File: src/shared/cexs_pkg.sv
`default_nettype none
package cexs_pkg;
  // Address and data widths
  localparam int ADDR_W = 24;
  localparam int DATA_W = 16;
  localparam int VEC_W  = 6;
  // Vector numbers
  localparam logic [5:0] VEC_RESET = 6'h00;
  localparam logic [5:0] VEC_UNMASK = 6'h07;
  localparam logic [5:0] VEC_TRAP_BASE = 6'h08;
  localparam logic [5:0] VEC_EXT0 = 6'h0c;
  localparam logic [5:0] VEC_EXT1 = 6'h0d;
  localparam logic [5:0] VEC_EXT4 = 6'h10;
  localparam logic [5:0] VEC_EXT5 = 6'h11;
  localparam logic [5:0] VEC_INT_BASE = 6'h14;
  localparam logic [5:0] VEC_INT_LAST = 6'h3c;
  // Source counts
  localparam int N_INT = 25;
  localparam int N_EXT = 4;
  // Condition flag positions
  localparam int CCR_I_BIT  = 7;
  localparam int CCR_AUX_BIT = 6;
  // Reset-entry flag word: main mask set
  localparam logic [7:0] CCR_RESET = 8'h80;
  // Minimum reset low time (system clocks); the pin driver's duty
  localparam int RESET_MIN_CLK = 10;
  // Stack pointer step per pushed word
  localparam logic [23:0] SP_STEP = 24'h000002;
  // Sequencer states, Gray codes along the usual path
  typedef enum logic [2:0] {
    ST_RUN   = 3'b000,
    ST_PUSH_PC = 3'b001,
    ST_PUSH_CCR = 3'b011,
    ST_VEC_HI = 3'b010,
    ST_VEC_LO = 3'b110,
    ST_RESET = 3'b111
  } cexs_state_t;
  // Exception kind being serviced
  typedef enum logic [1:0] {
    KIND_RESET = 2'b00,
    KIND_IRQ   = 2'b01,
    KIND_TRAP  = 2'b10
  } cexs_kind_t;
endpackage : cexs_pkg
`default_nettype wire

File: src/cexs_irq_arb.sv
`default_nettype none
// Fixed-priority interrupt arbiter with two priority levels
module cexs_irq_arb (
  input  wire logic [3:0]  ext_req,
  input  wire logic [3:0]  ext_prio,
  input  wire logic [24:0] int_req,
  input  wire logic [24:0] int_prio,
  input  wire logic        unmask_req,
  input  wire logic        mask_main,
  input  wire logic        mask_aux,
  input  wire logic        aux_is_mask,
  output logic             irq_valid,
  output logic [5:0]       irq_vec
);
  logic [28:0] req_all;  // Ext then internal, low index wins
  logic [28:0] pri_all;  // Priority level per source
  logic [5:0]  vec_tab [29];  // Vector per source
  logic [28:0] ok_all;  // Requests passing the masks
  genvar g;
  ////////////////////////////////////////////////////////////////
  assign req_all = {int_req, ext_req};
  assign pri_all = {int_prio, ext_prio};
  assign vec_tab[0] = cexs_pkg::VEC_EXT0;
  assign vec_tab[1] = cexs_pkg::VEC_EXT1;
  assign vec_tab[2] = cexs_pkg::VEC_EXT4;
  assign vec_tab[3] = cexs_pkg::VEC_EXT5;
  // Internal sources take consecutive vectors
  generate
    for (g = 0; g < cexs_pkg::N_INT; g++) begin : g_int
      assign vec_tab[g+4] = cexs_pkg::VEC_INT_BASE + 6'(g);
    end
    // Two-flag masking: low level needs both clear when aux masks
    for (g = 0; g < 29; g++) begin : g_mask
      assign ok_all[g] = req_all[g] && !mask_main &&
        (!pri_all[g] ? !(aux_is_mask && mask_aux) : 1'b1);
    end
  endgenerate
  ////////////////////////////////////////////////////////////////
  // Unmaskable first, then high level, then low level
  always_comb begin
    irq_valid = 1'b0;
    irq_vec   = cexs_pkg::VEC_RESET;
    if (unmask_req) begin  // Ignores masks
      irq_valid = 1'b1;
      irq_vec   = cexs_pkg::VEC_UNMASK;
    end else begin
      for (int i = 28; i >= 0; i--) begin
        if (ok_all[i] && !pri_all[i]) begin
          irq_valid = 1'b1;
          irq_vec   = vec_tab[i];
        end
      end
      for (int i = 28; i >= 0; i--) begin
        if (ok_all[i] && pri_all[i]) begin
          irq_valid = 1'b1;
          irq_vec   = vec_tab[i];
        end
      end
    end
  end
endmodule : cexs_irq_arb
`default_nettype wire

File: src/cexs_reset_sync.sv
`default_nettype none
// Two-stage capture of the chip clear pin plus watchdog merge
module cexs_reset_sync (
  input  wire logic ref_clk,
  input  wire logic srst,
  input  wire logic chip_clear_pin_n,
  input  wire logic wdt_overflow,
  output logic      in_reset
);
  logic meta_reg;  // First stage, read only by second
  logic sync_reg;  // Second stage
  logic meta_next;
  logic sync_next;
  ////////////////////////////////////////////////////////////////
  always_comb begin
    meta_next = chip_clear_pin_n;
    sync_next = meta_reg;
  end
  // Pin is asynchronous; two flops before use
  always_ff @(posedge ref_clk) begin
    if (srst) begin
      meta_reg <= 1'b0;
      sync_reg <= 1'b0;
    end else begin
      meta_reg <= meta_next;
      sync_reg <= sync_next;
    end
  end
  // Watchdog overflow acts like the pin
  assign in_reset = !sync_reg || wdt_overflow;
endmodule : cexs_reset_sync
`default_nettype wire

File: src/cexs_seq.sv
`default_nettype none
// Functional notes
// - Priority: reset, then interrupt, then trap
// - Reset sequence starts on clear-pin release
// - Interrupts taken only at instruction boundary
// - Trap taken while running unless an interrupt is taken that cycle, ignores masks
// - Trap/irq: push PC, flags, mask, vector
// - Reset skips stacking, masks, fetches vector
// - Fixed vector numbers per source
// - Vector entry two or four bytes
// - Held in reset: halt and initialize state
// - Release: set mask, read vector zero
// - No interrupt accepted right after reset
// - First instruction always runs after reset
// - Watchdog overflow resets like the pin
// - Five external and 25 internal sources
// - Unmaskable request ignores mask bits
// - Two priority levels, arbitrated
// - Trap number 0..3 picks vector
// - Select bit clear makes aux flag a mask
// - Stack word address bit zero forced low
module cexs_seq (
  input  wire logic        ref_clk,
  input  wire logic        srst,
  input  wire logic        chip_clear_pin_n,
  input  wire logic        wdt_overflow,
  input  wire logic        advanced_mode,
  input  wire logic        user_flag_select,
  input  wire logic        unmask_req,
  input  wire logic [3:0]  ext_req,
  input  wire logic [3:0]  ext_prio,
  input  wire logic [24:0] int_req,
  input  wire logic [24:0] int_prio,
  input  wire logic        insn_boundary,
  input  wire logic        soft_vector_call,
  input  wire logic [1:0]  trap_num,
  input  wire logic [23:0] cur_pc,
  input  wire logic [7:0]  cond_flags_word,
  input  wire logic [23:0] stack_ptr,
  input  wire logic        mem_ready,
  input  wire logic [15:0] mem_rdata,
  output logic             periph_clear,
  output logic             pipe_hold,
  output logic             pc_load,
  output logic [23:0]      pc_value,
  output logic             ccr_load,
  output logic [7:0]       ccr_value,
  output logic             sp_load,
  output logic [23:0]      sp_value,
  output logic             mem_req,
  output logic             mem_we,
  output logic [23:0]      mem_addr,
  output logic [15:0]      mem_wdata,
  output logic             unmask_ack,
  output logic             irq_ack,
  output logic [5:0]       irq_ack_vec
);
  cexs_pkg::cexs_state_t state_reg, state_next;  // Sequencer state
  cexs_pkg::cexs_kind_t  kind_reg, kind_next;    // Exception in service
  logic [5:0]  vec_reg, vec_next;        // Vector number latched
  logic [23:0] sp_reg, sp_next;          // Working stack pointer
  logic [23:0] pc_reg, pc_next;          // Saved PC
  logic [7:0]  ccr_reg, ccr_next;        // Saved flag word
  logic [15:0] vhi_reg, vhi_next;        // Upper vector half
  logic        boot_reg, boot_next;      // Blocks irq until 1st insn
  logic        pcl_reg, pcl_next;        // PC load strobe
  logic [23:0] pcv_reg, pcv_next;        // PC value
  logic        ccl_reg, ccl_next;        // Flag load strobe
  logic [7:0]  ccv_reg, ccv_next;        // Flag value
  logic        spl_reg, spl_next;        // SP load strobe
  logic        ack_reg, ack_next;        // Interrupt ack strobe
  logic        nack_reg, nack_next;      // Unmaskable ack strobe
  logic        in_reset;                 // Pin or watchdog reset
  logic        irq_valid;                // Arbiter has a winner
  logic [5:0]  irq_vec;                  // Winning vector
  logic [23:0] vaddr;                    // Vector entry address
  logic [23:0] sp_even;                  // Stack address, bit 0 low
  ////////////////////////////////////////////////////////////////
  cexs_reset_sync cexs_reset_sync_inst (
    .ref_clk          (ref_clk),
    .srst             (srst),
    .chip_clear_pin_n (chip_clear_pin_n),
    .wdt_overflow     (wdt_overflow),
    .in_reset         (in_reset)
  );
  // Five external lines incl. unmaskable, 25 internal
  cexs_irq_arb cexs_irq_arb_inst (
    .ext_req     (ext_req),
    .ext_prio    (ext_prio),
    .int_req     (int_req),
    .int_prio    (int_prio),
    .unmask_req  (unmask_req),
    .mask_main   (cond_flags_word[cexs_pkg::CCR_I_BIT]),
    .mask_aux    (cond_flags_word[cexs_pkg::CCR_AUX_BIT]),
    .aux_is_mask (!user_flag_select),
    .irq_valid   (irq_valid),
    .irq_vec     (irq_vec)
  );
  ////////////////////////////////////////////////////////////////
  // Entry size 2 or 4 bytes, low 16 bits only
  always_comb begin
    vaddr = '0;
    if (advanced_mode) begin
      vaddr[15:0] = {8'h00, vec_reg, 2'b00};
    end else begin
      vaddr[15:0] = {9'h000, vec_reg, 1'b0};
    end
  end
  assign sp_even = {sp_reg[23:1], 1'b0};
  ////////////////////////////////////////////////////////////////
  // Next-state logic of the sequencer
  always_comb begin
    state_next = state_reg;
    kind_next  = kind_reg;
    vec_next   = vec_reg;
    sp_next    = sp_reg;
    pc_next    = pc_reg;
    ccr_next   = ccr_reg;
    vhi_next   = vhi_reg;
    boot_next  = boot_reg;
    pcl_next   = 1'b0;
    pcv_next   = pcv_reg;
    ccl_next   = 1'b0;
    ccv_next   = ccv_reg;
    spl_next   = 1'b0;
    ack_next   = 1'b0;
    nack_next  = 1'b0;
    mem_req    = 1'b0;
    mem_we     = 1'b0;
    mem_addr   = '0;
    mem_wdata  = '0;
    if (in_reset) begin
      // Halt everything while held
      state_next = cexs_pkg::ST_RESET;
      kind_next  = cexs_pkg::KIND_RESET;
      vec_next   = cexs_pkg::VEC_RESET;
      boot_next  = 1'b1;
    end else begin
      unique case (state_reg)
        cexs_pkg::ST_RESET: begin
          // Release: mask set, no stacking
          ccl_next   = 1'b1;
          ccv_next   = cexs_pkg::CCR_RESET;
          state_next = cexs_pkg::ST_VEC_HI;
        end
        cexs_pkg::ST_RUN: begin
          if (boot_reg && insn_boundary) begin
            boot_next = 1'b0;  // First insn done
          end
          if (insn_boundary && irq_valid && !boot_reg) begin
            // Taken between instructions
            kind_next  = cexs_pkg::KIND_IRQ;
            vec_next   = irq_vec;
            ack_next   = (irq_vec != cexs_pkg::VEC_UNMASK);
            nack_next  = (irq_vec == cexs_pkg::VEC_UNMASK);
            pc_next    = cur_pc;
            ccr_next   = cond_flags_word;
            sp_next    = stack_ptr;
            state_next = cexs_pkg::ST_PUSH_PC;
          end else if (soft_vector_call) begin
            // No mask
            kind_next  = cexs_pkg::KIND_TRAP;
            vec_next   = cexs_pkg::VEC_TRAP_BASE + {4'h0, trap_num};
            pc_next    = cur_pc;
            ccr_next   = cond_flags_word;
            sp_next    = stack_ptr;
            state_next = cexs_pkg::ST_PUSH_PC;
          end
        end
        cexs_pkg::ST_PUSH_PC: begin
          // PC low word then flags+PC high word
          mem_req   = 1'b1;
          mem_we    = 1'b1;
          mem_addr  = sp_even - cexs_pkg::SP_STEP;
          mem_wdata = pc_reg[15:0];
          if (mem_ready) begin
            sp_next    = sp_even - cexs_pkg::SP_STEP;
            state_next = cexs_pkg::ST_PUSH_CCR;
          end
        end
        cexs_pkg::ST_PUSH_CCR: begin
          mem_req   = 1'b1;
          mem_we    = 1'b1;
          mem_addr  = sp_even - cexs_pkg::SP_STEP;
          mem_wdata = {ccr_reg, pc_reg[23:16]};
          if (mem_ready) begin
            sp_next    = sp_even - cexs_pkg::SP_STEP;
            spl_next   = 1'b1;
            ccl_next   = 1'b1;
            ccv_next   = ccr_reg;
            ccv_next[cexs_pkg::CCR_I_BIT] = 1'b1;
            if (kind_reg == cexs_pkg::KIND_TRAP && !user_flag_select) begin
              ccv_next[cexs_pkg::CCR_AUX_BIT] = 1'b1;
            end
            state_next = cexs_pkg::ST_VEC_HI;
          end
        end
        cexs_pkg::ST_VEC_HI: begin
          // First entry word; the whole entry in normal mode
          mem_req  = 1'b1;
          mem_addr = vaddr;
          if (mem_ready) begin
            vhi_next   = mem_rdata;
            if (advanced_mode) begin
              state_next = cexs_pkg::ST_VEC_LO;
            end else begin
              pcl_next   = 1'b1;
              pcv_next   = {8'h00, mem_rdata};
              state_next = cexs_pkg::ST_RUN;
            end
          end
        end
        cexs_pkg::ST_VEC_LO: begin
          mem_req  = 1'b1;
          mem_addr = vaddr + cexs_pkg::SP_STEP;
          if (mem_ready) begin
            pcl_next   = 1'b1;
            pcv_next   = {vhi_reg[7:0], mem_rdata};
            state_next = cexs_pkg::ST_RUN;
          end
        end
        default: begin
          state_next = cexs_pkg::ST_RESET;
        end
      endcase
    end
  end
  ////////////////////////////////////////////////////////////////
  // State registers only
  always_ff @(posedge ref_clk) begin
    if (srst) begin
      state_reg <= cexs_pkg::ST_RESET;
      kind_reg  <= cexs_pkg::KIND_RESET;
      vec_reg   <= cexs_pkg::VEC_RESET;
      sp_reg    <= '0;
      pc_reg    <= '0;
      ccr_reg   <= '0;
      vhi_reg   <= '0;
      boot_reg  <= 1'b1;
      pcl_reg   <= 1'b0;
      pcv_reg   <= '0;
      ccl_reg   <= 1'b0;
      ccv_reg   <= '0;
      spl_reg   <= 1'b0;
      ack_reg   <= 1'b0;
      nack_reg  <= 1'b0;
    end else begin
      state_reg <= state_next;
      kind_reg  <= kind_next;
      vec_reg   <= vec_next;
      sp_reg    <= sp_next;
      pc_reg    <= pc_next;
      ccr_reg   <= ccr_next;
      vhi_reg   <= vhi_next;
      boot_reg  <= boot_next;
      pcl_reg   <= pcl_next;
      pcv_reg   <= pcv_next;
      ccl_reg   <= ccl_next;
      ccv_reg   <= ccv_next;
      spl_reg   <= spl_next;
      ack_reg   <= ack_next;
      nack_reg  <= nack_next;
    end
  end
  ////////////////////////////////////////////////////////////////
  assign periph_clear = in_reset;  // Peripherals cleared
  assign pipe_hold    = (state_reg != cexs_pkg::ST_RUN);
  assign pc_load      = pcl_reg;
  assign pc_value     = pcv_reg;
  assign ccr_load     = ccl_reg;
  assign ccr_value    = ccv_reg;
  assign sp_load      = spl_reg;
  assign sp_value     = sp_reg;
  assign unmask_ack   = nack_reg;
  assign irq_ack      = ack_reg;
  assign irq_ack_vec  = vec_reg;
  ////////////////////////////////////////////////////////////////
  // Checks watch only what this block drives; pin timing is the driver's
  chk_reset_halts: assert property (
    @(posedge ref_clk) disable iff (srst)
    in_reset |=> state_reg == cexs_pkg::ST_RESET && !mem_we)
    else $error("reset did not halt");
  chk_reset_nostack: assert property (
    @(posedge ref_clk) disable iff (srst)
    state_reg == cexs_pkg::ST_RESET && !in_reset
    |=> state_reg == cexs_pkg::ST_VEC_HI && ccl_reg
        && ccv_reg == cexs_pkg::CCR_RESET)
    else $error("reset entry wrong");
  chk_reset_fetch: assert property (
    @(posedge ref_clk) disable iff (srst)
    state_reg == cexs_pkg::ST_RESET && !in_reset
    |=> mem_req && !mem_we && mem_addr == '0)
    else $error("reset vector not read");
  chk_vec_addr: assert property (
    @(posedge ref_clk) disable iff (srst)
    state_reg == cexs_pkg::ST_VEC_HI
    |-> mem_addr == (24'(vec_reg) << (advanced_mode ? 2 : 1)))
    else $error("vector address wrong");
  chk_stack_even: assert property (
    @(posedge ref_clk) disable iff (srst)
    mem_we |-> !mem_addr[0])
    else $error("odd stack address");
  chk_boot_block: assert property (
    @(posedge ref_clk) disable iff (srst)
    boot_reg |=> !ack_reg && !nack_reg)
    else $error("irq after reset");
  chk_trap_vec: assert property (
    @(posedge ref_clk) disable iff (srst)
    state_reg == cexs_pkg::ST_RUN && !in_reset && soft_vector_call
    && !(insn_boundary && irq_valid && !boot_reg)
    |=> kind_reg == cexs_pkg::KIND_TRAP
        && vec_reg == cexs_pkg::VEC_TRAP_BASE + {4'h0, $past(trap_num)})
    else $error("trap vector wrong");
  chk_irq_first: assert property (
    @(posedge ref_clk) disable iff (srst)
    state_reg == cexs_pkg::ST_RUN && !in_reset && insn_boundary
    && irq_valid && !boot_reg |=> kind_reg == cexs_pkg::KIND_IRQ)
    else $error("priority wrong");
  chk_mask_set: assert property (
    @(posedge ref_clk) disable iff (srst)
    ccl_reg |-> ccv_reg[cexs_pkg::CCR_I_BIT])
    else $error("mask not set");
  cov_irq: cover property (@(posedge ref_clk) ack_reg);
  cov_nmi: cover property (@(posedge ref_clk) nack_reg);
  cov_trap: cover property (@(posedge ref_clk)
    kind_reg == cexs_pkg::KIND_TRAP && pcl_reg);
endmodule : cexs_seq
`default_nettype wire

File: config.mk
export PLATFORM = sky130hd
export DESIGN_NAME = cexs_seq
export DESIGN_NICKNAME = d
export VERILOG_FILES = /design/src/shared/cexs_pkg.sv /design/src/cexs_irq_arb.sv /design/src/cexs_reset_sync.sv /design/src/cexs_seq.sv
export SDC_FILE = /design/constraint.sdc
export NUM_CORES = 1
export LEC_CHECK = 0
export ABC_CLOCK_PERIOD_IN_PS = 3450
export BUFFER_PORTS_ARGS = -buffer_cell sky130_fd_sc_hd__clkbuf_2
export CAP_MARGIN = 20
export CORE_MARGIN = 3
export CORE_UTILIZATION = 37
export DETAILED_ROUTE_END_ITERATION = 6
export PLACE_DENSITY_LB_ADDON = 0.08
export REMOVE_ABC_BUFFERS = 1
export SLEW_MARGIN = 20
export SYNTH_ARGS = -nofsm -noshare
export SYNTH_HDL_FRONTEND = slang
export SYNTH_SLANG_ARGS = --single-unit
File: constraint.sdc
create_clock -name ref_clk -period 3.45 [get_ports ref_clk]
set_clock_uncertainty 0.05 [all_clocks]
set_input_delay 0 -clock ref_clk [delete_from_list [all_inputs] [get_ports ref_clk]]
set_output_delay 0 -clock ref_clk [all_outputs]
set_load 0.005 [all_outputs]
Word level (Yosys, flattened, before mapping)
Index checks and enable logic that the tools add are counted.

cells by class
  divide/modulo/power cells = 0
  eq/ne operators = 15
  reduce and logical (&&, ||, !) cells = 175
  bitwise logic cells = 4
  multipliers = 0
  $add $sub $neg = 3
  shift-type cells = 0
  muxes and demuxes = 188
  $lt $le $gt $ge = 0

operators with widths
  kind                   count
  $mux 6                 61
  $mux 24                9
  $logic_and 1x1->1      121
  $mux 1                 96
  $pmux 24 s2            2
  $pmux 24 s3            1
  $logic_not 1->1        34
  $mux 8                 4
  $pmux 16 s2            1
  $sub 24x2->24 const B  1
  $mux 3                 7
  $pmux 3 s6             1
  $add 16x2->17 const B  1
  $mux 16                1
  $pmux 8 s2             1
  $ne 2x2->1 const B     5
  $reduce_and 5->1       2
  $reduce_and 3->1       3
  $reduce_bool 2->1      4
  $reduce_or 4->1        2
  $eq 3x2->1 const B     2
  $eq 3x3->1 const B     2
  $eq 6x3->1 const B     1
  $ne 6x3->1 const B     1
  other kinds (15)       22

word-level totals
  word-level logic and storage cells = 402
  memories = 0
  memory bits (writable) = 0
  input port bits = 142
  register bits after elaboration = 115
  output and inout bits = 111
  bits in read-only memories = 0
  latch bits = 0

Logic depth before layout (Yosys ltp)
Gate-level depths: netlist (run 1).

  depth in word-level cells = 69
  mapped depth = 10
  gate-level depth less buffers = 10

Cells and area by module
From an unflattened synthesis (run 1), not the netlist that was laid out.

second synthesis, totals
  cells, all modules = 920
  area total of the unflattened synthesis = 6864.1 µm²

by module, submodules not included
  module           area an instance (µm²)  sequential area each (µm²)  instances  cells an instance
  cexs_seq         5537.8                  2262.2                      1          703
  cexs_irq_arb     1267.5                  0.0                         1          212
  cexs_reset_sync  58.8                    40.0                        1          5

Worst setup path before layout (run 1)
OpenSTA, ideal clock, no wires.

  path kind = flip-flop to flip-flop
  start point = register sp_reg[7], in the netlist sp_value[7]
  end point = register sp_reg[20], in the netlist sp_value[20]
  stages on the path, launching flop included = 8
  setup slack = 0.849 ns
  data arrival time = 2.435 ns
  buffers on the path = 0
  path through = dfxtp_1 > or4_1 > or2_2 > nor2_1 > nand3_1 > nor4_1 > o21ai_0 > a31o_2

on the way
  word-level cells in the longest chain between the ends = 3

ends and longest elaborated chain
  item                      line                              text
  start: declaration        cexs_seq.sv:61                    logic [23:0] sp_reg, sp_next;
  start signal: assignment  cexs_seq.sv:251                   sp_reg <= sp_next;
  $sub 24x2->24             cexs_seq.sv:177, cexs_seq.sv:187
  $mux 24                   cexs_seq.sv:176, cexs_seq.sv:186
  $pmux 24 s2               cexs_seq.sv:139                   unique case (state_reg)

Every way passes these cells. The select of a mux whose other input is x is not followed.
A chain may end at the register's enable or synchronous reset.

Worst setup path in the final report (run 1)
  start point = register sp_reg[7], in the netlist sp_value[7]
  end point = output mem_addr[23]

on the way
  word-level cells in the longest chain between the ends = 3

ends and longest elaborated chain
  item              line                              text
  $sub 24x2->24     cexs_seq.sv:174, cexs_seq.sv:184
  $pmux 24 s3       cexs_seq.sv:139
  $mux 24           cexs_seq.sv:132                   if (in_reset) begin
  end: declaration  cexs_seq.sv:52                    output logic [23:0] mem_addr,

Every way passes these cells.

==> results.sh, run 1 <==
export IMPL_drc_errors=0
export IMPL_yosys_area_top_type="dfxtp_1"
export IMPL_worstReg2RegEnd="sp_value[20]"
export IMPL_ioPinCount=253
export IMPL_endpoint_kind="output pin"
export IMPL_grt_overflow_total=0
export IMPL_routabilityCongestion=0.916
export IMPL_pwr_density_cell_nw_per_um2=377
export IMPL_setup_ws_ps=354
export IMPL_die_h_microns=140
export IMPL_grt_antenna_before_repair=0
export IMPL_h_tree_depth=4
export IMPL_p_leak_nw=4.23
export IMPL_ys_ff_latch=115
export IMPL_whs_endpoint="ccr_value[6]"
export IMPL_synthTopCellsByArea="dfxtp_1, nand2_1, a21oi_1"
export IMPL_synth_flop_cell="dfxtp_1"
export IMPL_fin_crit_sh=0.897
export IMPL_drive_above_1_share=0.252
export IMPL_cts_tree="yes"
export IMPL_r2r_start="sp_value[7]"
export IMPL_rr_worst_depth=8
export IMPL_hold_path_depth=2
export IMPL_drt_first_pass_iters=4
export IMPL_cp_arrival_ps=3050
export IMPL_grt_max_degree=62
export IMPL_final_nets=1386
export IMPL_hold_class="in2reg"
export IMPL_grt_pass1_vias=7283
export IMPL_tightest_slew_ps=811
export IMPL_clockBufferDepth=2
export IMPL_clock_latency_ps=410
export IMPL_grt_pass1_wl_microns=36200
export IMPL_min_from="srst"
export IMPL_rsz0062_at_grt="no"
export IMPL_ir_drop_mv=0.324
export IMPL_tns_ps=0
export IMPL_maxCapViolations=0
export IMPL_period_needed_ps=3100
export IMPL_synth_distinct_cells=68
export IMPL_fmax_ghz=0.323
export IMPL_rows=48
export IMPL_async_flop_share=0
export IMPL_rrSetupSlack_ps=680
export IMPL_cts_root_buf="clkbuf_16"
export IMPL_avgSynthCellArea_sq_um=7.17
export IMPL_pre_cts_slack_ps=475
export IMPL_ys_warnings_count=0
export IMPL_drt_first_iter_violations=354
export IMPL_slew_headroom=0.456
export IMPL_netlist_area_sq_um=6690
export IMPL_initial_core_util=0.383
export IMPL_ant_nets=0
export IMPL_synth_edf_count=0
export IMPL_finalSetupViolations=0
export IMPL_cp_required_ps=3400
export IMPL_ys_top_cells_by_count="nand2_1, a21oi_1, dfxtp_1"
export IMPL_cts_buffers=17
export IMPL_routed_wl_microns=22200
export IMPL_status="finished, final reports clean"
export IMPL_grt_usage=0.221
export IMPL_path_max_fanout=9
export IMPL_dpl_hpwl_microns=15900
export IMPL_antenna_cells=0
export IMPL_synth_most_common_cell="nand2_1"
export IMPL_ys_seq_area_frac=0.344
export IMPL_dieWidth_microns=140
export IMPL_wl_per_cell_microns=15.0
export IMPL_area_growth_synth_to_final_pct=43.0
export IMPL_hold_violations=0
export IMPL_port_buffer_count=251
export IMPL_crit_type="reg2out"
export IMPL_viasPerCell=5.20
export IMPL_vias=7689
export IMPL_dieArea_sq_um=19700
export IMPL_maxSlewViolCount=0
export IMPL_cts_sinks=115
export IMPL_postCtsSetupRepairBufs=0
export IMPL_synthCells=933
export IMPL_coreArea_sq_um=17500
export IMPL_critPathLaunchType="flop"
export IMPL_clkTransAtPathRegs_ps=60
export IMPL_fillers=1752
export IMPL_yosysTopAreaCellShare=0.344
-- critical path: stages (launching register included) --
cell and delay (ps):
dfxtp_1 390, or4_1 570, nor4b_1 350, nand2_1 210
nor3_4 310, nand2_1 170, or3_1 330, a21oi_1 140
clkbuf_2 140
-- routing by layer --
| layer | global-route usage | routed length, microns | vias to the layer above |
|---|---|---|---|
| met3 | 0.0475 | 1280 | 20 |
| met5 | 0 | 0 | - |
| met2 | 0.366 | 10500 | 215 |
| met1 | 0.293 | 10200 | 3526 |
| li1 | - | - | 3928 |
| met4 | 0.0530 | 235 | 0 |
-- worst max path at each step --
stage	from	to	slack, ps	cells past startpoint
global placement	int_req[12]	sp_value[13]	540	10
global route	sp_value[7]	mem_addr[23]	100	8
finish	sp_value[7]	mem_addr[23]	350	8
floorplan	cond_flags_word[6]	sp_value[0]	250	8
detailed placement	int_req[12]	sp_value[11]	480	10
CTS	sp_value[7]	mem_addr[23]	200	8
-- report_power, final --
| group | leakage [nW] | internal (mW) | total (mW) | switching (mW) |
|---|---|---|---|---|
| logic | 3.00 | 0.198 | 0.404 | 0.206 |
| clock network | 0.309 | 1.22 | 1.87 | 0.656 |
| registers | 0.927 | 1.33 | 1.33 | 0.00231 |
| total | 4.23 | 2.75 | 3.61 | 0.864 |
-- kinds of logic after synthesis --
group | Yosys count | share of synthesized area
AOI/OAI and AO/OA | 257 | 0.238
xor gates and xnor gates | 19 | 0.0249
adders and majority gates | 2 | 0.00374
buffers and inverters | 64 | 0.0380
DFF | 115 | 0.344
muxes | 33 | 0.0499
other | 1 | 0.000561
and+or+nand+nor | 442 | 0.300
-- layout by cell type, fill, tap and decap left out, types with 3 or more instances in the layout --
cell / count
o32ai_1: 9
or3_1: 5
nor2_1: 100
mux2i_1: 30
clkbuf_16: 17
xnor2_1: 6
a31oi_1: 3
dlygate4sd3_1: 78
nand3_1: 14
inv_1: 8
mux2_2: 3
a211oi_1: 3
a21o_1: 3
o22ai_1: 3
o211ai_1: 6
o41ai_1: 5
and3_1: 4
buf_4: 18
nor3_1: 20
a22o_1: 4
a21oi_1: 133
or4_1: 6
o21ai_1: 3
clkinv_4: 7
or2_2: 4
clkbuf_2: 250
nor4_1: 10
bufinv_16: 4
xor2_1: 13
dfxtp_1: 115
nor2b_1: 28
nand4_1: 12
nand2b_1: 28
a22oi_1: 15
a2111oi_0: 3
o21ai_0: 30
and2_1: 5
nand2_1: 194
a41oi_1: 7
-- per-stage QoR --
step / instances / total power [mW] / cell area (sq um) / hold WS (ps) / util
3_3_place_gp: 1370 / 1.69 / 8150 / 162 / 0.466
6_report: 1480 / 3.61 / 9570 / 13.3 / 0.547
3_5_place_dp: 1370 / 1.69 / 8150 / 169 / 0.466
2_1_floorplan: 877 / 1.52 / 6460 / 19.1 / -
4_1_cts: 1480 / 3.65 / 9560 / 16.9 / 0.547
5_1_grt: 1480 / 3.75 / 9570 / 24.7 / 0.547
-- cell type report --
class / count / area, sq um / area share
clock buffer: 18 / 429 / 0.0449
clock inverter: 14 / 204 / 0.0213
inverter: 8 / 30.0 / 0.00314
multi-input combinational: 754 / 4150 / 0.434
sequential: 115 / 2300 / 0.241
tap: 225 / 282 / 0.0294
timing repair buffer: 346 / 2170 / 0.226
-- repair_timing --
action                                  4_1_cts  5_1_grt
endpoints found under the setup margin        0        1
gates resized for setup                       0        1
hold buffers                                 78        0
endpoints found under the hold margin        94        0
(Power assumes the default switching activity.)
==> inputs of run 2 (changes only) <==
--- a/config.mk
+++ b/config.mk
@@ -8,8 +8,10 @@
 export ABC_CLOCK_PERIOD_IN_PS = 3450
 export BUFFER_PORTS_ARGS = -buffer_cell sky130_fd_sc_hd__clkbuf_2
 export CAP_MARGIN = 20
+export CELL_PAD_IN_SITES_DETAIL_PLACEMENT = 1
+export CELL_PAD_IN_SITES_GLOBAL_PLACEMENT = 1
 export CORE_MARGIN = 3
-export CORE_UTILIZATION = 37
+export CORE_UTILIZATION = 34
 export DETAILED_ROUTE_END_ITERATION = 6
 export PLACE_DENSITY_LB_ADDON = 0.08
 export REMOVE_ABC_BUFFERS = 1
==> results.sh, run 2 (same netlist as run 1, synthesis figures left out) <==
export IMPL_maxCapViolations=0
export IMPL_final_nets=1390
export IMPL_min_from="srst"
export IMPL_final_cell_count_no_fill=1520
export IMPL_rrSetupSlack_ps=630
export IMPL_slew_headroom=0.542
export IMPL_hold_violations=0
export IMPL_drive_above_1_share=0.257
export IMPL_dieArea_sq_um=21400
export IMPL_grt_overflow_total=0
export IMPL_maxSlewViolCount=0
export IMPL_clkTransAtPathRegs_ps=60
export IMPL_p_leak_nw=4.25
export IMPL_postCtsSetupRepairBufs=0
export IMPL_die_h_microns=146
export IMPL_grt_pass1_vias=8238
export IMPL_rsz0062_at_grt="no"
export IMPL_period_needed_ps=3110
export IMPL_pwr_density_cell_nw_per_um2=378
export IMPL_multi_input_area_sq_um=4150
export IMPL_cts_buffers=17
export IMPL_grt_pass1_wl_microns=41900
export IMPL_initial_core_util=0.352
export IMPL_clockBufferDepth=2
export IMPL_drt_first_pass_iters=4
export IMPL_cp_required_ps=3400
export IMPL_worstReg2RegEnd="sp_value[20]"
export IMPL_critPathMostFrequentCell="nor2_1"
export IMPL_hold_class="in2reg"
export IMPL_fin_crit_sh=0.901
export IMPL_path_max_fanout=9
export IMPL_hold_worst_slack_ps=47.1
export IMPL_place_area_sq_um=8240
export IMPL_coreArea_sq_um=19000
export IMPL_clock_latency_ps=410
export IMPL_grt_max_degree=58
export IMPL_ir_drop_mv=0.349
export IMPL_final_common_cell="clkbuf_2"
export IMPL_ioPinCount=253
export IMPL_fmax_ghz=0.322
export IMPL_port_buffer_count=251
export IMPL_dieWidth_microns=146
export IMPL_vias=7891
export IMPL_routed_wl_microns=25400
export IMPL_cts_sinks=115
export IMPL_fillers=2466
export IMPL_grt_usage=0.235
export IMPL_seq_area_sq_um=2300
export IMPL_slowest_stage="or4_1"
export IMPL_tightest_slew_ps=685
export IMPL_layout_common_cells="clkbuf_2, nand2_1, a21oi_1"
export IMPL_finalSetupViolations=0
export IMPL_ant_nets=0
export IMPL_rr_worst_depth=8
export IMPL_cp_arrival_ps=3060
export IMPL_critical_path_max_stage_delay_ps=580
export IMPL_viasPerCell=5.19
export IMPL_tns_ps=0
export IMPL_wl_per_cell_microns=16.7
export IMPL_routabilityCongestion=0.885
export IMPL_h_tree_depth=4
export IMPL_area_growth_synth_to_final_pct=44.5
export IMPL_place_inst=1409
export IMPL_cp_startpoint="sp_value[7]"
export IMPL_dpl_hpwl_microns=17900
export IMPL_drt_first_iter_violations=335
export IMPL_drc_errors=0
export IMPL_crit_chain="or4_1 -> or2_2 -> nor2_1 -> buf_4 -> nand3_1 -> nor4_1 -> xnor2_1 -> nor2_1 -> clkbuf_2"
export IMPL_cts_tree="yes"
export IMPL_critPathLaunchType="flop"
export IMPL_cts_root_buf="clkbuf_16"
export IMPL_endpoint_kind="output pin"
export IMPL_status="finished, final reports clean"
export IMPL_grt_antenna_before_repair=1
export IMPL_rows=50
export IMPL_crit_type="reg2out"
export IMPL_r2r_start="sp_value[7]"
export IMPL_endpoint="mem_addr[20]"
export IMPL_design_area_sq_um=9660
run 2: timing repair:
item,4_1_cts,5_1_grt
hold buffers,78,0
resized for setup,0,0
setup endpoints to repair,0,0
hold endpoints to repair,94,0
run 2: worst min-delay path by stage:
stage / slack [ps] / cells after the start / endpoint
after floorplan: 20 / 1 / ccr_reg[0]
after global placement: 180 / 3 / pc_value[12]
after detailed placement: 180 / 3 / pc_value[8]
after CTS: 30 / 2 / ccr_load
after global routing: 70 / 2 / pc_load
final: 50 / 2 / vhi_reg[1]
run 2: final cells by class:
class / instances / share of cell area
multi-input combinational: 754 / 0.430
tap: 260 / 0.0337
clock inverter: 14 / 0.0208
inverter: 8 / 0.00311
sequential: 115 / 0.238
timing repair buffer: 350 / 0.229
antenna: 1 / 0.000259
clock buffer: 18 / 0.0454
run 2: report_power, final:
| group | total (mW) | switching [mW] | leakage (nW) | internal (mW) |
|---|---|---|---|---|
| Sequential | 1.33 | 0.00261 | 0.926 | 1.33 |
| Clock | 1.90 | 0.667 | 0.307 | 1.24 |
| Combinational | 0.418 | 0.216 | 3.02 | 0.201 |
| Total | 3.65 | 0.886 | 4.25 | 2.77 |
run 2: per-layer routing:
| layer | global-route usage | part of all wire |
|---|---|---|
| met1 | 0.292 | 0.45 |
| met5 | 0 | 0 |
| met4 | 0.0546 | 0.013 |
| met2 | 0.418 | 0.49 |
| met3 | 0.0462 | 0.045 |
run 2: critical path: cells and delay by family, from the launching register on:
| kind | cells | cell delay [ps] |
|---|---|---|
| and+or+nand+nor | 6 | 1820 |
| DFF | 1 | 390 |
| buffers and inverters | 2 | 290 |
| xor gates and xnor gates | 1 | 150 |
run 2: stage by stage:
stage / total power [mW] / utilization / setup WS, ps
finish: 3.65 / 0.508 / 341
global route: 3.81 / 0.508 / 65.3
CTS: 3.69 / 0.508 / 312
detailed placement: 1.70 / 0.433 / 435
global placement: 1.70 / 0.433 / 496
floorplan: 1.52 / - / 251
==> inputs of run 3 (changes only) <==
--- a/config.mk
+++ b/config.mk
@@ -5,13 +5,14 @@
 export SDC_FILE = /design/constraint.sdc
 export NUM_CORES = 1
 export LEC_CHECK = 0
+export ABC_AREA = 1
 export ABC_CLOCK_PERIOD_IN_PS = 3450
 export BUFFER_PORTS_ARGS = -buffer_cell sky130_fd_sc_hd__clkbuf_2
 export CAP_MARGIN = 20
 export CELL_PAD_IN_SITES_DETAIL_PLACEMENT = 1
 export CELL_PAD_IN_SITES_GLOBAL_PLACEMENT = 1
 export CORE_MARGIN = 3
-export CORE_UTILIZATION = 34
+export CORE_UTILIZATION = 33
 export DETAILED_ROUTE_END_ITERATION = 6
 export PLACE_DENSITY_LB_ADDON = 0.08
 export REMOVE_ABC_BUFFERS = 1
==> results.sh, run 3 <==
export IMPL_status="finished, final reports clean"
export IMPL_endpoint_kind="output pin"
export IMPL_grt_pass1_vias=8561
export IMPL_seq_area_sq_um=2300
export IMPL_finalSetupViolations=0
export IMPL_coreArea_sq_um=19100
export IMPL_setup_ws_ps=344
export IMPL_cts_root_buf="clkbuf_16"
export IMPL_ys_warnings_count=0
export IMPL_path_max_fanout=4
export IMPL_pwr_density_cell_nw_per_um2=376
export IMPL_rrSetupSlack_ps=790
export IMPL_async_flop_share=0
export IMPL_ant_nets=0
export IMPL_crit_type="reg2out"
export IMPL_multi_input_area_sq_um=3680
export IMPL_die_h_microns=147
export IMPL_synth_distinct_cells=46
export IMPL_synthTopCellsByArea="dfxtp_1, nand2_1, nor2_1"
export IMPL_ys_seq_area_frac=0.353
export IMPL_dpl_hpwl_microns=18000
export IMPL_maxCapViolations=0
export IMPL_grt_usage=0.244
export IMPL_hold_class="in2reg"
export IMPL_rr_worst_depth=12
export IMPL_maxSlewViolCount=0
export IMPL_cts_buffers=17
export IMPL_grt_util_met3=0.0593
export IMPL_grt_max_degree=43
export IMPL_whs_endpoint="ccr_reg[7]"
export IMPL_dieArea_sq_um=21500
export IMPL_ir_drop_mv=0.308
export IMPL_grt_util_met2=0.429
export IMPL_synthCells=1046
export IMPL_ys_top_cells_by_count="nand2_1, nor2_1, dfxtp_1"
export IMPL_h_tree_depth=4
export IMPL_synth_edf_count=0
export IMPL_wl_per_cell_microns=16.1
export IMPL_r2r_start="sp_value[1]"
export IMPL_place_area_sq_um=8070
export IMPL_clkTransAtPathRegs_ps=60
export IMPL_rows=50
export IMPL_worstReg2RegEnd="sp_value[19]"
export IMPL_fin_crit_sh=0.900
export IMPL_hold_violations=0
export IMPL_cts_sinks=115
export IMPL_p_leak_nw=4.69
export IMPL_drc_errors=0
export IMPL_clockBufferDepth=2
export IMPL_vias=8235
export IMPL_crit_chain="inv_1 -> ha_1 -> inv_1 -> nor2_1 -> inv_1 -> nor2_1 -> nand3_1 -> nor3_1 -> nand3_1 -> xor2_1 -> or2_2 -> nor2_1 -> clkbuf_2"
export IMPL_drt_first_pass_iters=4
export IMPL_min_from="cond_flags_word[7]"
export IMPL_critPathLaunchType="flop"
export IMPL_avgSynthCellArea_sq_um=6.24
export IMPL_grt_overflow_total=0
export IMPL_routabilityCongestion=0.834
export IMPL_busiest_layer="met2"
export IMPL_slew_headroom=0.367
export IMPL_rsz0062_at_grt="yes"
export IMPL_routed_wl_microns=26500
export IMPL_antenna_cells=0
export IMPL_ys_ff_latch=115
export IMPL_netlist_area_sq_um=6530
export IMPL_fmax_ghz=0.322
export IMPL_cts_tree="yes"
export IMPL_drt_first_iter_violations=266
export IMPL_fillers=2601
export IMPL_viasPerCell=5.00
export IMPL_final_nets=1517
export IMPL_design_area_sq_um=9590
export IMPL_period_needed_ps=3110
export IMPL_synth_most_common_cell="nand2_1"
export IMPL_dieWidth_microns=147
export IMPL_cp_required_ps=3400
export IMPL_port_buffer_count=251
export IMPL_area_growth_synth_to_final_pct=47.0
export IMPL_synth_flop_cell="dfxtp_1"
export IMPL_use_met1=0.291
export IMPL_tightest_slew_ps=948
export IMPL_grt_pass1_wl_microns=43300
export IMPL_clock_latency_ps=420
export IMPL_ioPinCount=253
export IMPL_yosysTopAreaCellShare=0.353
export IMPL_cp_arrival_ps=3060
export IMPL_initial_core_util=0.342
export IMPL_yosys_area_top_type="dfxtp_1"
export IMPL_critical_path_max_stage_delay_ps=410
export IMPL_drive_above_1_share=0.243
export IMPL_hold_path_depth=4
export IMPL_final_common_cell="clkbuf_2"
export IMPL_slowest_stage="nor3_1"
export IMPL_grt_antenna_before_repair=0
export IMPL_layout_common_cells="clkbuf_2, nand2_1, nor2_1"
export IMPL_pre_cts_slack_ps=-72.8
[run 3: cell count changes after synthesis, sizes merged, moves of 30 or more]
| cell | before | now |
|---|---|---|
| nand3 | 14 | 88 |
| o21ai | 34 | 81 |
| nand2 | 194 | 249 |
| nor2 | 100 | 151 |
| a21oi | 133 | 97 |
| inv | 8 | 97 |
| mux2i | 30 | 0 |
[run 3: kinds of logic after synthesis]
group                    after synthesis  synth area share
adder cells (fa/ha/maj)                2           0.00383
buffers and inverters                148            0.0882
XOR/XNOR                               4           0.00537
other                                  1          0.000575
flip-flops                           115             0.353
AO/OA/AOI/OAI                        225             0.188
AND/OR/NAND/NOR                      551             0.361
[run 3: how the worst max path moves through the flow]
| stage | start | endpoint | depth (start not counted) |
|---|---|---|---|
| after floorplan | cexs_reset_sync_inst.sync_reg | pc_value[0] | 9 |
| after global placement | cond_flags_word[7] | irq_ack_vec[0] | 58 |
| after detailed placement | cond_flags_word[7] | irq_ack_vec[0] | 58 |
| after CTS | sp_value[1] | mem_addr[19] | 13 |
| after global routing | cond_flags_word[7] | irq_ack_vec[0] | 59 |
| final | sp_value[1] | mem_addr[19] | 13 |
[run 3: cell type report]
| cell class | instances | area share |
|---|---|---|
| tap | 260 | 0.0339 |
| sequential | 115 | 0.240 |
| clock inverter | 15 | 0.0180 |
| timing repair buffer | 357 | 0.241 |
| clock buffer | 17 | 0.0444 |
| inverter | 99 | 0.0390 |
| multi-input combinational | 783 | 0.384 |
[run 3: stage by stage]
stage,TNS [ps],total power [mW],hold WS [ps],cells,utilization
floorplan,-48620,1.56,19.1,997,-
global placement,0,1.73,149,1526,0.423
detailed placement,-72.8,1.74,156,1526,0.423
CTS,0,3.61,26.9,1640,0.497
global route,-114,3.76,6.39,1646,0.503
finish,0,3.61,2.78,1646,0.503
[run 3: layer usage]
metal | wire length (microns) | vias to the layer above
met2 | 12900 | 220
met5 | 0 | -
li1 | - | 4115
met3 | 1410 | 36
met1 | 11600 | 3864
met4 | 598 | 0
[run 3: worst max-delay path: cells and delay by family, from the launching register on]
family        cells  cell delay (ps)
simple gates      7             1580
buf+inv           4              350
flops             1              340
fa+ha+maj         1              190
xor+xnor          1              180
[run 3: power by group]
part / switching, mW / internal (mW)
Sequential: 0.00381 / 1.33
Clock: 0.722 / 1.08
Combinational: 0.246 / 0.219
Total: 0.972 / 2.64
[run 3: repair_timing]
item	4_1_cts	5_1_grt
hold buffers	82	0
resized for setup	0	13
endpoints found under the setup margin	0	1
hold endpoints to repair	92	0
setup buffers	0	5
